<file path="src/core/clk_pwr_pkg.sv">
/*
  Constants for the clock source and power control block: register offsets,
  field positions, reset values, switch timing and the source state encoding.
  Assumes a 32-bit AXI4-Lite register bus with byte addresses in 4 bits.
*/
`default_nettype none
package clk_pwr_pkg;
  localparam logic [3:0] ADDR_PLL_CTRL = 4'h0;
  localparam logic [3:0] ADDR_PWR_CTRL = 4'h4;
  localparam logic [3:0] ADDR_STATUS = 4'h8;

  // pll control fields
  localparam int PLL_M_LSB = 0;
  localparam int PLL_N_LSB = 5;
  localparam int PLL_LF_LSB = 8;
  localparam int PLL_LOCK_BIT = 12;
  localparam int PLL_SEL_BIT = 14;
  localparam int PLL_EN_BIT = 15;
  localparam logic [15:0] PLL_CTRL_MASK = 16'hefff;
  localparam logic [15:0] PLL_CTRL_RST = 16'h0000;

  // power control fields, ten stored bits
  localparam int PWR_OSC_OFF_BIT = 15;
  localparam int PWR_RING_SEL_BIT = 14;
  localparam int PWR_HALT_BIT = 13;
  localparam int PWR_IRQ0_WAKE_BIT = 12;
  localparam int PWR_IRQ1_WAKE_BIT = 11;
  localparam int PWR_SER1_GATE_BIT = 7;
  localparam int PWR_SER2_GATE_BIT = 6;
  localparam int PWR_HOST_GATE_BIT = 5;
  localparam int PWR_TIMER_GATE_BIT = 4;
  localparam logic [15:0] PWR_CTRL_MASK = 16'hf8f8;
  localparam logic [15:0] PWR_CTRL_RST = 16'h0000;

  // status fields
  localparam int STAT_LOCK_BIT = 0;
  localparam int STAT_SRC_LSB = 1;
  localparam int STAT_RUN_BIT = 3;
  localparam int STAT_BUSY_BIT = 4;

  // divider coding
  localparam logic [2:0] N_CODE_ONE = 3'h7;
  localparam logic [5:0] DIV_OFFSET = 6'h02;

  localparam logic [1:0] RING_SETTLE_CYC = 2'h2;

  localparam logic [1:0] SRC_SEL_REF = 2'h0;
  localparam logic [1:0] SRC_SEL_PLL = 2'h1;
  localparam logic [1:0] SRC_SEL_RING = 2'h2;

  localparam logic [1:0] RESP_OKAY = 2'h0;
  localparam logic [1:0] RESP_SLVERR = 2'h2;

  typedef enum logic [1:0] {
    SW_REF = 2'b00,
    SW_TO_PLL = 2'b01,
    SW_PLL = 2'b11,
    SW_TO_REF = 2'b10
  } src_state_e;
endpackage
`default_nettype wire

</file>
<file path="src/core/clock_synth_power_control.sv">
/*
  Clock source selection and power gating control. Holds the pll control and
  power control registers, sequences glitch-free source switches and drives
  gate enables for the core clock and peripheral clocks.
  Assumes the analog pll, ring oscillator, reference oscillator and clock gate
  cells sit outside and obey the enables; all inputs synchronous to CORE_CLK.
*/
// The AXI4-Lite slave port and the register addresses are this design's own decisions.
// Function
// - after reset the core clock comes from the reference input
// - setting synth select moves the source to the pll clock without glitch
// - lock flag sets once the pll locks, then lock detection is disabled
// - any write to pll control clears the lock flag; a write in the same cycle as an armed lock detection leaves it set
// - vco equals reference times M over N; core clock is vco halved
// - M coded as M-2; N coded as N-2, with N of one coded seven
// - synth power enable clear powers the pll down, set powers it up
// - select clear uses reference clock, select set uses the pll clock
// - reset clears pll control: pll deselected and powered down
// - switch to pll within 1..N+2 cycles, back within M/N+1..M+M/N+1
// - power control overrides pll selection: stop clock or force ring clock
// - oscillator off powers down the oscillator and stops the core clock unless the ring clock is active
// - ring select uses the ring oscillator, powered while selected and until the ring clock is released
// - clock halt stops the core clock for any source; pll keeps running
// - enabled interrupt pins clear clock halt; reset also clears it
// - three gate bits cut clocks to serial one, serial two, host port
// - timer gate bit disables the timer clock; writing zero restarts it
// - power control register holds ten bits
// - stop pin low acts as clock halt; clock resumes when pin returns high
// - reset assertion clears oscillator off, restoring oscillator power
`timescale 1ns/1ps
`default_nettype none
module clock_synth_power_control (
  input wire logic CORE_CLK,
  input wire logic ARST_N,
  input wire logic CLK_EN,
  input wire logic [3:0] S_AXI_AWADDR,
  input wire logic S_AXI_AWVALID,
  output logic S_AXI_AWREADY,
  input wire logic [31:0] S_AXI_WDATA,
  input wire logic [3:0] S_AXI_WSTRB,
  input wire logic S_AXI_WVALID,
  output logic S_AXI_WREADY,
  output logic [1:0] S_AXI_BRESP,
  output logic S_AXI_BVALID,
  input wire logic S_AXI_BREADY,
  input wire logic [3:0] S_AXI_ARADDR,
  input wire logic S_AXI_ARVALID,
  output logic S_AXI_ARREADY,
  output logic [31:0] S_AXI_RDATA,
  output logic [1:0] S_AXI_RRESP,
  output logic S_AXI_RVALID,
  input wire logic S_AXI_RREADY,
  input wire logic PLL_LOCK_DETECT,
  input wire logic IRQ0_PIN,
  input wire logic IRQ1_PIN,
  input wire logic STOP_PIN_N,
  output logic PLL_POWER_EN,
  output logic [4:0] PLL_M_BITS,
  output logic [2:0] PLL_N_BITS,
  output logic [3:0] PLL_LF_BITS,
  output logic LOCK_DETECT_EN,
  output logic OSC_POWER_EN,
  output logic RING_OSC_POWER_EN,
  output logic [clk_pwr_pkg::SRC_SEL_RING:0] CORE_CLK_SRC,
  output logic CORE_CLK_RUN,
  output logic SERIAL_ONE_CLK_EN,
  output logic SERIAL_TWO_CLK_EN,
  output logic HOST_PORT_CLK_EN,
  output logic TIMER_CLK_EN
);
  import clk_pwr_pkg::*;

  // decoded divider values
  function automatic logic [5:0] decode_n(input logic [2:0] nbits);
    if (nbits == N_CODE_ONE) begin
      decode_n = 6'h01;
    end else begin
      decode_n = {3'h0, nbits} + DIV_OFFSET;
    end
  endfunction

  function automatic logic [5:0] decode_m(input logic [4:0] mbits);
    decode_m = {1'b0, mbits} + DIV_OFFSET;
  endfunction

  function automatic logic [15:0] merge_lanes(input logic [15:0] old_v, input logic [31:0] wd,
                                              input logic [3:0] strb, input logic [15:0] mask);
    logic [15:0] v;
    v = old_v;
    if (strb[0]) begin
      v[7:0] = wd[7:0];
    end
    if (strb[1]) begin
      v[15:8] = wd[15:8];
    end
    merge_lanes = v & mask;
  endfunction

  logic [15:0] pll_ctrl_r;
  logic [15:0] pwr_ctrl_r;
  logic lock_flag_r;
  logic lock_armed_r;
  logic aw_hold_r;
  logic w_hold_r;
  logic [3:0] aw_addr_r;
  logic [31:0] w_data_r;
  logic [3:0] w_strb_r;
  logic wr_fire;
  logic pll_wr;
  logic pwr_wr;
  logic wake;
  src_state_e src_r;
  logic [5:0] sw_cnt_r;
  logic [1:0] ring_cnt_r;
  logic ring_active_r;
  logic [5:0] n_val;
  logic [5:0] m_val;
  logic [5:0] m_over_n;
  logic pll_sel;
  logic core_run;
  logic [1:0] src_sel;
  logic [31:0] rd_word;
  logic rd_ok;

  assign n_val = decode_n(pll_ctrl_r[PLL_N_LSB +: 3]);
  assign m_val = decode_m(pll_ctrl_r[PLL_M_LSB +: 5]);
  assign m_over_n = m_val / n_val;
  assign pll_sel = pll_ctrl_r[PLL_SEL_BIT];

  // write path: address and data taken in either order
  assign wr_fire = aw_hold_r && w_hold_r && !S_AXI_BVALID;
  assign pll_wr = wr_fire && (aw_addr_r == ADDR_PLL_CTRL);
  assign pwr_wr = wr_fire && (aw_addr_r == ADDR_PWR_CTRL);

  always_ff @(posedge CORE_CLK or negedge ARST_N) begin
    if (!ARST_N) begin
      aw_hold_r <= 1'b0;
      aw_addr_r <= 4'h0;
      S_AXI_AWREADY <= 1'b1;
    end else if (CLK_EN) begin
      if (S_AXI_AWVALID && S_AXI_AWREADY) begin
        aw_hold_r <= 1'b1;
        aw_addr_r <= S_AXI_AWADDR;
        S_AXI_AWREADY <= 1'b0;
      end else if (wr_fire) begin
        aw_hold_r <= 1'b0;
      end else if (S_AXI_BVALID && S_AXI_BREADY) begin
        S_AXI_AWREADY <= 1'b1;
      end
    end
  end

  always_ff @(posedge CORE_CLK or negedge ARST_N) begin
    if (!ARST_N) begin
      w_hold_r <= 1'b0;
      w_data_r <= 32'h0;
      w_strb_r <= 4'h0;
      S_AXI_WREADY <= 1'b1;
    end else if (CLK_EN) begin
      if (S_AXI_WVALID && S_AXI_WREADY) begin
        w_hold_r <= 1'b1;
        w_data_r <= S_AXI_WDATA;
        w_strb_r <= S_AXI_WSTRB;
        S_AXI_WREADY <= 1'b0;
      end else if (wr_fire) begin
        w_hold_r <= 1'b0;
      end else if (S_AXI_BVALID && S_AXI_BREADY) begin
        S_AXI_WREADY <= 1'b1;
      end
    end
  end

  always_ff @(posedge CORE_CLK or negedge ARST_N) begin
    if (!ARST_N) begin
      S_AXI_BVALID <= 1'b0;
      S_AXI_BRESP <= RESP_OKAY;
    end else if (CLK_EN) begin
      if (wr_fire) begin
        S_AXI_BVALID <= 1'b1;
        if (pll_wr || pwr_wr || aw_addr_r == ADDR_STATUS) begin
          S_AXI_BRESP <= RESP_OKAY;
        end else begin
          S_AXI_BRESP <= RESP_SLVERR;
        end
      end else if (S_AXI_BREADY) begin
        S_AXI_BVALID <= 1'b0;
      end
    end
  end

  // pll control register; the lock bit position is not stored
  always_ff @(posedge CORE_CLK or negedge ARST_N) begin
    if (!ARST_N) begin
      pll_ctrl_r <= PLL_CTRL_RST;
    end else if (CLK_EN) begin
      if (pll_wr) begin
        pll_ctrl_r <= merge_lanes(pll_ctrl_r, w_data_r, w_strb_r, PLL_CTRL_MASK);
      end
    end
  end

  // lock flag: set by the detector while armed, cleared and re-armed by a write
  always_ff @(posedge CORE_CLK or negedge ARST_N) begin
    if (!ARST_N) begin
      lock_flag_r <= 1'b0;
      lock_armed_r <= 1'b1;
    end else if (CLK_EN) begin
      if (lock_armed_r && PLL_LOCK_DETECT && pll_ctrl_r[PLL_EN_BIT]) begin
        lock_flag_r <= 1'b1;
        lock_armed_r <= 1'b0;
      end else if (pll_wr) begin
        lock_flag_r <= 1'b0;
        lock_armed_r <= 1'b1;
      end
    end
  end

  // power control register; wake and reset clear halt
  assign wake = (IRQ0_PIN && pwr_ctrl_r[PWR_IRQ0_WAKE_BIT]) ||
                (IRQ1_PIN && pwr_ctrl_r[PWR_IRQ1_WAKE_BIT]);

  always_ff @(posedge CORE_CLK or negedge ARST_N) begin
    if (!ARST_N) begin
      pwr_ctrl_r <= PWR_CTRL_RST;
    end else if (CLK_EN) begin
      if (pwr_wr) begin
        pwr_ctrl_r <= merge_lanes(pwr_ctrl_r, w_data_r, w_strb_r, PWR_CTRL_MASK);
      end
      if (wake) begin
        pwr_ctrl_r[PWR_HALT_BIT] <= 1'b0;
      end
    end
  end

  // reference / pll switch, synchronous with bounded latency
  always_ff @(posedge CORE_CLK or negedge ARST_N) begin
    if (!ARST_N) begin
      src_r <= SW_REF;
      sw_cnt_r <= 6'h0;
    end else if (CLK_EN) begin
      case (src_r)
        SW_REF: begin
          if (pll_sel) begin
            src_r <= SW_TO_PLL;
            sw_cnt_r <= n_val - 6'h01;
          end
        end
        SW_TO_PLL: begin
          if (!pll_sel) begin
            src_r <= SW_REF;
          end else if (sw_cnt_r == 6'h0) begin
            src_r <= SW_PLL;
          end else begin
            sw_cnt_r <= sw_cnt_r - 6'h01;
          end
        end
        SW_PLL: begin
          if (!pll_sel) begin
            src_r <= SW_TO_REF;
            sw_cnt_r <= m_over_n;
          end
        end
        SW_TO_REF: begin
          if (sw_cnt_r == 6'h0) begin
            src_r <= SW_REF;
          end else begin
            sw_cnt_r <= sw_cnt_r - 6'h01;
          end
        end
        default: begin
          src_r <= SW_REF;
        end
      endcase
    end
  end

  // ring oscillator: powered first, taken over after settling, released before power off
  always_ff @(posedge CORE_CLK or negedge ARST_N) begin
    if (!ARST_N) begin
      ring_cnt_r <= 2'h0;
      ring_active_r <= 1'b0;
      RING_OSC_POWER_EN <= 1'b0;
    end else if (CLK_EN) begin
      RING_OSC_POWER_EN <= pwr_ctrl_r[PWR_RING_SEL_BIT] || ring_active_r;
      if (!pwr_ctrl_r[PWR_RING_SEL_BIT]) begin
        ring_active_r <= 1'b0;
        ring_cnt_r <= 2'h0;
      end else if (RING_OSC_POWER_EN && ring_cnt_r == RING_SETTLE_CYC) begin
        ring_active_r <= 1'b1;
      end else if (RING_OSC_POWER_EN) begin
        ring_cnt_r <= ring_cnt_r + 2'h1;
      end
    end
  end

  // clock source and gating priority
  always_comb begin
    if (ring_active_r) begin
      src_sel = SRC_SEL_RING;
    end else if (src_r == SW_PLL || src_r == SW_TO_REF) begin
      src_sel = SRC_SEL_PLL;
    end else begin
      src_sel = SRC_SEL_REF;
    end
  end

  assign core_run = !pwr_ctrl_r[PWR_HALT_BIT] && STOP_PIN_N &&
                    !(pwr_ctrl_r[PWR_OSC_OFF_BIT] && !ring_active_r);

  always_ff @(posedge CORE_CLK or negedge ARST_N) begin
    if (!ARST_N) begin
      CORE_CLK_SRC <= {1'b0, SRC_SEL_REF};
      CORE_CLK_RUN <= 1'b1;
      OSC_POWER_EN <= 1'b1;
      SERIAL_ONE_CLK_EN <= 1'b1;
      SERIAL_TWO_CLK_EN <= 1'b1;
      HOST_PORT_CLK_EN <= 1'b1;
      TIMER_CLK_EN <= 1'b1;
    end else if (CLK_EN) begin
      CORE_CLK_SRC <= {1'b0, src_sel};
      CORE_CLK_RUN <= core_run;
      OSC_POWER_EN <= !pwr_ctrl_r[PWR_OSC_OFF_BIT];
      SERIAL_ONE_CLK_EN <= core_run && !pwr_ctrl_r[PWR_SER1_GATE_BIT];
      SERIAL_TWO_CLK_EN <= core_run && !pwr_ctrl_r[PWR_SER2_GATE_BIT];
      HOST_PORT_CLK_EN <= core_run && !pwr_ctrl_r[PWR_HOST_GATE_BIT];
      TIMER_CLK_EN <= core_run && !pwr_ctrl_r[PWR_TIMER_GATE_BIT];
    end
  end

  // pll drive: halt does not touch these, so the pll keeps running
  always_ff @(posedge CORE_CLK or negedge ARST_N) begin
    if (!ARST_N) begin
      PLL_POWER_EN <= 1'b0;
      PLL_M_BITS <= 5'h0;
      PLL_N_BITS <= 3'h0;
      PLL_LF_BITS <= 4'h0;
      LOCK_DETECT_EN <= 1'b0;
    end else if (CLK_EN) begin
      PLL_POWER_EN <= pll_ctrl_r[PLL_EN_BIT];
      PLL_M_BITS <= pll_ctrl_r[PLL_M_LSB +: 5];
      PLL_N_BITS <= pll_ctrl_r[PLL_N_LSB +: 3];
      PLL_LF_BITS <= pll_ctrl_r[PLL_LF_LSB +: 4];
      LOCK_DETECT_EN <= lock_armed_r && pll_ctrl_r[PLL_EN_BIT];
    end
  end

  // read path
  always_comb begin
    rd_word = 32'h0;
    rd_ok = 1'b1;
    if (S_AXI_ARADDR == ADDR_PLL_CTRL) begin
      rd_word[15:0] = pll_ctrl_r;
      rd_word[PLL_LOCK_BIT] = lock_flag_r;
    end else if (S_AXI_ARADDR == ADDR_PWR_CTRL) begin
      rd_word[15:0] = pwr_ctrl_r;
    end else if (S_AXI_ARADDR == ADDR_STATUS) begin
      rd_word[STAT_LOCK_BIT] = lock_flag_r;
      rd_word[STAT_SRC_LSB +: 2] = CORE_CLK_SRC[1:0];
      rd_word[STAT_RUN_BIT] = CORE_CLK_RUN;
      rd_word[STAT_BUSY_BIT] = (src_r == SW_TO_PLL) || (src_r == SW_TO_REF);
    end else begin
      rd_ok = 1'b0;
    end
  end

  always_ff @(posedge CORE_CLK or negedge ARST_N) begin
    if (!ARST_N) begin
      S_AXI_ARREADY <= 1'b1;
      S_AXI_RVALID <= 1'b0;
      S_AXI_RDATA <= 32'h0;
      S_AXI_RRESP <= RESP_OKAY;
    end else if (CLK_EN) begin
      if (S_AXI_ARVALID && S_AXI_ARREADY) begin
        S_AXI_ARREADY <= 1'b0;
        S_AXI_RVALID <= 1'b1;
        S_AXI_RDATA <= rd_word;
        S_AXI_RRESP <= rd_ok ? RESP_OKAY : RESP_SLVERR;
      end else if (S_AXI_RVALID && S_AXI_RREADY) begin
        S_AXI_RVALID <= 1'b0;
        S_AXI_ARREADY <= 1'b1;
      end
    end
  end
endmodule
`default_nettype wire

</file>
<file path="config.mk">
export PLATFORM = sky130hd
export DESIGN_NAME = clock_synth_power_control
export DESIGN_NICKNAME = d
export VERILOG_FILES = /design/src/core/clk_pwr_pkg.sv /design/src/core/clock_synth_power_control.sv
export SDC_FILE = /design/constraint.sdc
export NUM_CORES = 1
export LEC_CHECK = 0
export ABC_AREA = 1
export BUFFER_PORTS_ARGS = -buffer_cell sky130_fd_sc_hd__buf_2
export CORE_ASPECT_RATIO = 1.1
export CORE_MARGIN = 5
export CORE_UTILIZATION = 40
export CTS_CLUSTER_DIAMETER = 120
export DETAILED_ROUTE_END_ITERATION = 10
export GPL_ROUTABILITY_DRIVEN = 0
export GPL_TIMING_DRIVEN = 0
export PLACE_DENSITY = 0.67
export SLEW_MARGIN = 20
export SYNTH_ARGS = -nofsm -noshare
export SYNTH_HDL_FRONTEND = slang
export SYNTH_SLANG_ARGS = --single-unit
</file>
<file path="constraint.sdc">
create_clock -name CORE_CLK -period 6.5 [get_ports CORE_CLK]
set_input_delay 1.3 -clock CORE_CLK [delete_from_list [all_inputs] [get_ports CORE_CLK]]
set_output_delay 1.3 -clock CORE_CLK [all_outputs]
set_load 0.02 [all_outputs]
</file>
# Word level (Yosys, flattened, before mapping)

Index checks and enable logic that the tools add are counted.

Add/subtract/negate cells: 5
Divide/modulo/power cells: 1
Equal/unequal tests: 19
Muxes and demuxes: 49
Reductions and logical operators: 70

Operators with widths:

| kind                                                 | number |
|---|---|
| 2-to-1 mux 6 bit                                     | 5 |
| 2-to-1 mux 1 bit                                     | 24 |
| case mux 6 bit (4 select lines)                      | 1 |
| AND reduction 3 bit                                  | 8 |
| logical AND 1 bit                                    | 22 |
| 2-to-1 mux 2 bit                                     | 11 |
| AND reduction 2 bit                                  | 10 |
| nonzero test 2 bit                                   | 9 |
| 2-to-1 mux 16 bit                                    | 1 |
| 2-to-1 mux 14 bit                                    | 1 |
| != test 2 bit (second input constant)                | 6 |
| 2-to-1 mux 11 bit                                    | 1 |
| 2-to-1 mux 5 bit                                     | 2 |
| zero test 1 bit                                      | 9 |
| equality test 4 x 3 -> 1 bit (second input constant) | 2 |
| equality test 4 bit (second input constant)          | 2 |
| zero test 4 bit                                      | 2 |
| 2-to-1 mux 8 bit                                     | 1 |
| case mux 2 bit (4 select lines)                      | 1 |
| adder 5 x 2 -> 6 bit (second input constant)         | 1 |
| divider 6 x 6 -> 6 bit                               | 1 |
| equality test 2 bit (second input constant)          | 3 |
| zero test 6 bit                                      | 1 |
| logical OR 1 bit                                     | 6 |
| other kinds (12)                                     | 14 |

Flip-flop bits (word level): 110
Input bits: 56
Word-level logic and storage cells: 181

# Depth between registers and ports, before layout

Word-level depth: 6
Gate-level depth with buffers: 55
Gate-level depth less buffers: 54

# Least setup slack after synthesis

OpenSTA, ideal clock, no wires.

Kind: register -> register
Start: register pll_ctrl_r[1]
End: register sw_cnt_r[0]
Setup time: 116 ps
Data arrival time: 6,674 ps
Required time: 6,384 ps
Setup slack: -291 ps
Stages on the path, launching flop included: 53
Buffers on the path: 1
Clock period less this slack: 6,791 ps
Cells stage by stage: dfrtp_1 ha_1 nand2_1 nor2_1 ha_1 or2_2 nand4_2 nand2_2 nand2_2 nand2_1 ha_1 o21ai_0 nand2_1 nand3_4 inv_1 nand2_1 nand2_1 o21a_1 (+17 left out) o21ai_0 nand2_1 nand2_1 nand2_1 a21oi_1 nand2_4 nor2_1 a21oi_1 ha_1 a21boi_0 o21ai_0 nand2_1 a21oi_1 nand3_1 nand2_1 nand2_1 nand2_1 nand2_1

Cells in the longest elaborated chain, start to end: 4

RTL lines:

| what                            | line                             | text |
|---|---|---|
| start, declared                 | clock_synth_power_control.sv:99  | `logic [15:0] pll_ctrl_r;` |
| start signal, assigned          | clock_synth_power_control.sv:197 | `pll_ctrl_r <= merge_lanes(pll_ctrl_r, w_data_r, w_strb_r, PLL_CTRL_MASK);` |
| adder 5 x 2 -> 6 bit            | clock_synth_power_control.sv:83  | `decode_m = {1'b0, mbits} + DIV_OFFSET;` |
| divider 6 x 6 -> 6 bit          | clock_synth_power_control.sv:127 | `assign m_over_n = m_val / n_val;` |
| 2-to-1 mux 6 bit                | clock_synth_power_control.sv:258 | `if (!pll_sel) begin` |
| case mux 6 bit (4 select lines) | clock_synth_power_control.sv:241 | `case (src_r)` |
| end signal, assigned            | clock_synth_power_control.sv:245 | `sw_cnt_r <= n_val - 6'h01;` |
| end signal, assigned            | clock_synth_power_control.sv:260 | `sw_cnt_r <= m_over_n;` |
| end signal, assigned            | clock_synth_power_control.sv:267 | `sw_cnt_r <= sw_cnt_r - 6'h01;` |
| end, declared                   | clock_synth_power_control.sv:113 | `logic [5:0] sw_cnt_r;` |

No other way between the ends. The select of a mux whose other input is x is not followed.
A chain may end at the register's enable or synchronous reset.

# Worst setup path after layout

Start: register pll_ctrl_r[2]
End: register sw_cnt_r[0]

The elaborated chain is that of the path after synthesis.

==> run summary <==
run status = finished clean
Total Wirelength = 15900 µm
Die W = 125 µm
hold crit path type = reg -> reg
die footprint = 17100 µm²
register share of total power = 0.224
share of the synthesized area in the top cell type = 0.421
clock latency on the worst-skew pair = 0.35 ns
slowest library cell on the worst path = sky130_fd_sc_hd__dfrtp_2
switching power = 0.00211 W
Synth Flop Type = sky130_fd_sc_hd__dfrtp_1
first-pass iteration count of the detailed router = 5
ratio of cells with drive above 1 in the final layout = 0.290
max-slew violation count = 0
Clock Path Buffers = 2
post-synthesis cell type count = 47
count of flip-flops with a built-in enable after synthesis = 0
aggregate negative setup slack = 0 ns
global route overflow = 0
CP Max Fanout = 8
proportion of synthesized area in mux cells = 0.0174
synthesis warning total = 0
type of element capturing the critical path = flip-flop
crit path time final = 6.43 ns
placed cell count = 984
Root Driver = sky130_fd_sc_hd__clkbuf_16
async set or reset register ratio after synthesis = 1.00
per-cell via count in the routed design = 4.93
Yosys reg bits = 108
Max stage delay on crit path = 0.43 ns
placeable core region = 14300 µm²
htree depth = 3
final hold violations = 0
number of placement rows = 46
main combinational cell family by area after synthesis = simple AND/OR/NAND/NOR gates
half-perimeter wire length of the detailed placement result = 11000 µm
final cell count without fillers = 1039
number of I/O pins = 121
wire length of the first global-routing pass = 24500 µm
tightest slew margin relative to the limit = 0.514
number of buffer cells added on primary ports = 81
share of the yosys chip area belonging to registers = 0.467
Synth Area in XOR/XNOR = 0.0135
largest cells by area after synthesis = sky130_fd_sc_hd__dfrtp_1 (42%), sky130_fd_sc_hd__nand2_1 (10%), sky130_fd_sc_hd__ha_1 (7.1%)
number of inserted diodes = 0
cell type with the highest aggregate area in the netlist = sky130_fd_sc_hd__dfrtp_1
maximum clock frequency = 155 MHz
number of antenna violations at the first check in global routing = 0
kind of cell with the highest combined delay on the critical path = simple AND/OR/NAND/NOR gates
fraction of power spent switching nets = 0.440
synthesized-area fraction occupied by ao, oa, aoi and oai cells = 0.135
share of synthesized cell area in full adder, half adder and majority cells = 0.0710
Worst Path Arrival = 6.68 ns
Critical path buffers and inverters = 4
Netlist Area Pre-Place = 5820 µm²
clock-pin slew on the worst setup and hold paths = 0.07 ns
synthesized netlist cell count = 692
die outline height = 137 µm
clk sinks = 108
most common cell type on the critical path = sky130_fd_sc_hd__nand2_1
Post-DRT Antenna Nets = 0
average detailed-routed wire length per instance = 15.3 µm
Layout fillers = 1316
setup-violating endpoint count in the final report = 0
final critical-path share of the clock period = 0.990
area growth from synthesis to layout = 28.5%
number of global-route vias before repair = 4984
global routing usage summed across all routing layers = 0.179
number of max-cap violations = 0
routed via count = 5120
part of the total power dissipated in the clock network = 0.120
category of the most critical setup path = reg -> reg
pin count of the biggest net entering global routing = 60
static leakage = 3.79 nW
basic-gate share of the synthesized area counting and, or, nand and nor cells = 0.201
initial core utilization = 0.406
# DRC = 0
worst IR drop on VDD = 427 µV
Post-Route Skew = 0.00580 ns
Initial DRC Count = 284
CTS tree = done
Internal Power = 0.00268 W
Req. time, crit path = 6.75 ns
number of buffers inserted during clock tree synthesis = 9
Syn Area/Cell = 8.41 µm²
Setup crit start kind = flip-flop
Slew @ Worst Pin = 0.728 ns
Post-Route Hold Slack = 0.469 ns
number of nets at the end of the flow = 931
setup repair after global routing missed its margin = yes
Power Dens Cells = 641 nW/µm²
overall power = 0.00479 W
combinational power share = 0.657
-- layer usage --
layer  global-route usage  routed length, µm  up-vias
met5                    0                  0        -
met4               0.0765                521        0
met3               0.0222                639       45
met2                0.313               8050      155
met1                0.225               6690     2410
li1                     -                  -     2510
-- worst reg2reg max path: cells and delay by family, from the launching register on --
kind	cells	cell delay, ns
simple gates	30	2.46
buf+inv	4	0.30
compound gates	11	1.40
flops	1	0.43
fa+ha+maj	7	1.75
-- placed cells by master, fill, tap and decap left out, drive strengths merged, types with 2 or more instances in the layout --
cell and n:
buf 144, o22ai 7, nand3 34, clkinvlp 3, o21a 3, conb 19, a22oi 3, dfrtp 98
o21ai 79, clkinv 3, mux2 9, xor2 7, nor4 2, ha 33, nor2 47, nand2 168
nor3 3, inv 85, dfstp 10, o221ai 2, a21oi 38, clkbuf 26, o31ai 3, xnor2 2
nand4 5, o211ai 2, or2 3
-- cell usage after synthesis, types with 2 or more instances --
cell                       number
sky130_fd_sc_hd__o31ai_1        3
sky130_fd_sc_hd__a21oi_1       38
sky130_fd_sc_hd__mux2_2         9
sky130_fd_sc_hd__or2_2          2
sky130_fd_sc_hd__nand3_2        5
sky130_fd_sc_hd__xor2_1         7
sky130_fd_sc_hd__nand2_4        2
sky130_fd_sc_hd__clkbuf_1      13
sky130_fd_sc_hd__dfstp_2       10
sky130_fd_sc_hd__clkinv_1       2
sky130_fd_sc_hd__o22ai_1        7
sky130_fd_sc_hd__nor2_1        42
sky130_fd_sc_hd__o21ai_2        3
sky130_fd_sc_hd__buf_1          3
sky130_fd_sc_hd__nor2_2         5
sky130_fd_sc_hd__nor3_1         3
sky130_fd_sc_hd__o21ai_1        2
sky130_fd_sc_hd__xnor2_1        2
sky130_fd_sc_hd__buf_4         19
sky130_fd_sc_hd__inv_1         86
sky130_fd_sc_hd__o21ai_0       74
sky130_fd_sc_hd__a22oi_1        3
sky130_fd_sc_hd__dfrtp_1       98
sky130_fd_sc_hd__nand3_1       28
sky130_fd_sc_hd__ha_1          33
sky130_fd_sc_hd__o211ai_1       2
sky130_fd_sc_hd__nand2_2        4
sky130_fd_sc_hd__nand2_1      162
sky130_fd_sc_hd__o221ai_1       2
sky130_fd_sc_hd__nand4_1        4
sky130_fd_sc_hd__o21a_1         3
-- cell families (layout without fill, tap and decap cells) --
kind of cell	Yosys count	after routing
AND/OR/NAND/NOR	264	264
AO/OA/AOI/OAI	142	142
buffers and inverters	126	263
flip-flops	108	108
adder cells (fa/ha/maj)	33	33
XOR/XNOR	9	9
multiplexers	9	9
other	1	19
-- sequential cells by signal, summed over array words and instances, names as in the netlist, 2 cells and up --
name	count
CORE_CLK_SRC	2
PLL_LF_BITS	4
PLL_M_BITS	5
PLL_N_BITS	3
S_AXI_RDATA	16
aw_addr_r	4
pll_ctrl_r	15
pwr_ctrl_r	10
ring_cnt_r	2
src_r	2
sw_cnt_r	6
w_data_r	16
w_strb_r	2
-- area by class of cell --
type                    instances  area [µm²]  share of cell area
inverters                      89         342              0.0457
clock inverters                 3        46.3             0.00619
plain buffers                  36         211              0.0283
clock buffers                  13         260              0.0348
well taps                     192         240              0.0321
repair buffers                122         743              0.0994
flip-flops and latches        108        2720               0.364
multi-input cells             476        2920               0.390
-- power by group through the flow --
stage          logic, W  clock network [W]  registers, W
3_5_place_dp    0.00217                  0       0.00108
6_report        0.00315           0.000574       0.00107
5_1_grt         0.00346           0.000602       0.00110
4_1_cts         0.00256           0.000581       0.00107
3_3_place_gp    0.00212                  0       0.00108
2_1_floorplan   0.00159                  0       0.00115
-- metrics by stage --
| stage | area [µm²] | util | setup WS [ns] |
|---|---|---|---|
| global route | 7480 | 0.522 | -0.310 |
| CTS | 7200 | 0.502 | 0.0151 |
| detailed placement | 6590 | 0.460 | -0.838 |
| finish | 7480 | 0.522 | 0.0678 |
| floorplan | 5910 | - | 0.0372 |
| global placement | 6560 | 0.457 | -0.734 |
-- path summary, 6_finish.rpt --
check,start,slack [ns],cells past startpoint,endpoint
setup / recovery,pll_ctrl_r[2]$_DFFE_PN0P_,0.07,52,sw_cnt_r[0]$_DFFE_PN0P_
hold / removal,PLL_M_BITS[3]$_DFFE_PN0P_,0.47,2,PLL_M_BITS[3]$_DFFE_PN0P_
setup reg to reg,pll_ctrl_r[2]$_DFFE_PN0P_,0.07,52,sw_cnt_r[0]$_DFFE_PN0P_
hold reg to reg,PLL_M_BITS[3]$_DFFE_PN0P_,0.47,2,PLL_M_BITS[3]$_DFFE_PN0P_
max in group asynchronous,ARST_N,4.89,2,S_AXI_AWREADY$_DFFE_PN1P_
min in group asynchronous,ARST_N,0.91,1,S_AXI_RVALID$_DFFE_PN0P_
-- what timing repair did --
action / CTS / global route
hold buffers: 0 / 0
resized for setup: 32 / 26
setup endpoints to repair: 1 / 1
pin swaps: 19 / 31
gates cloned: 0 / 0
buffers inserted: 22 / 18
No activity file was read; power rests on OpenSTA's default activity.
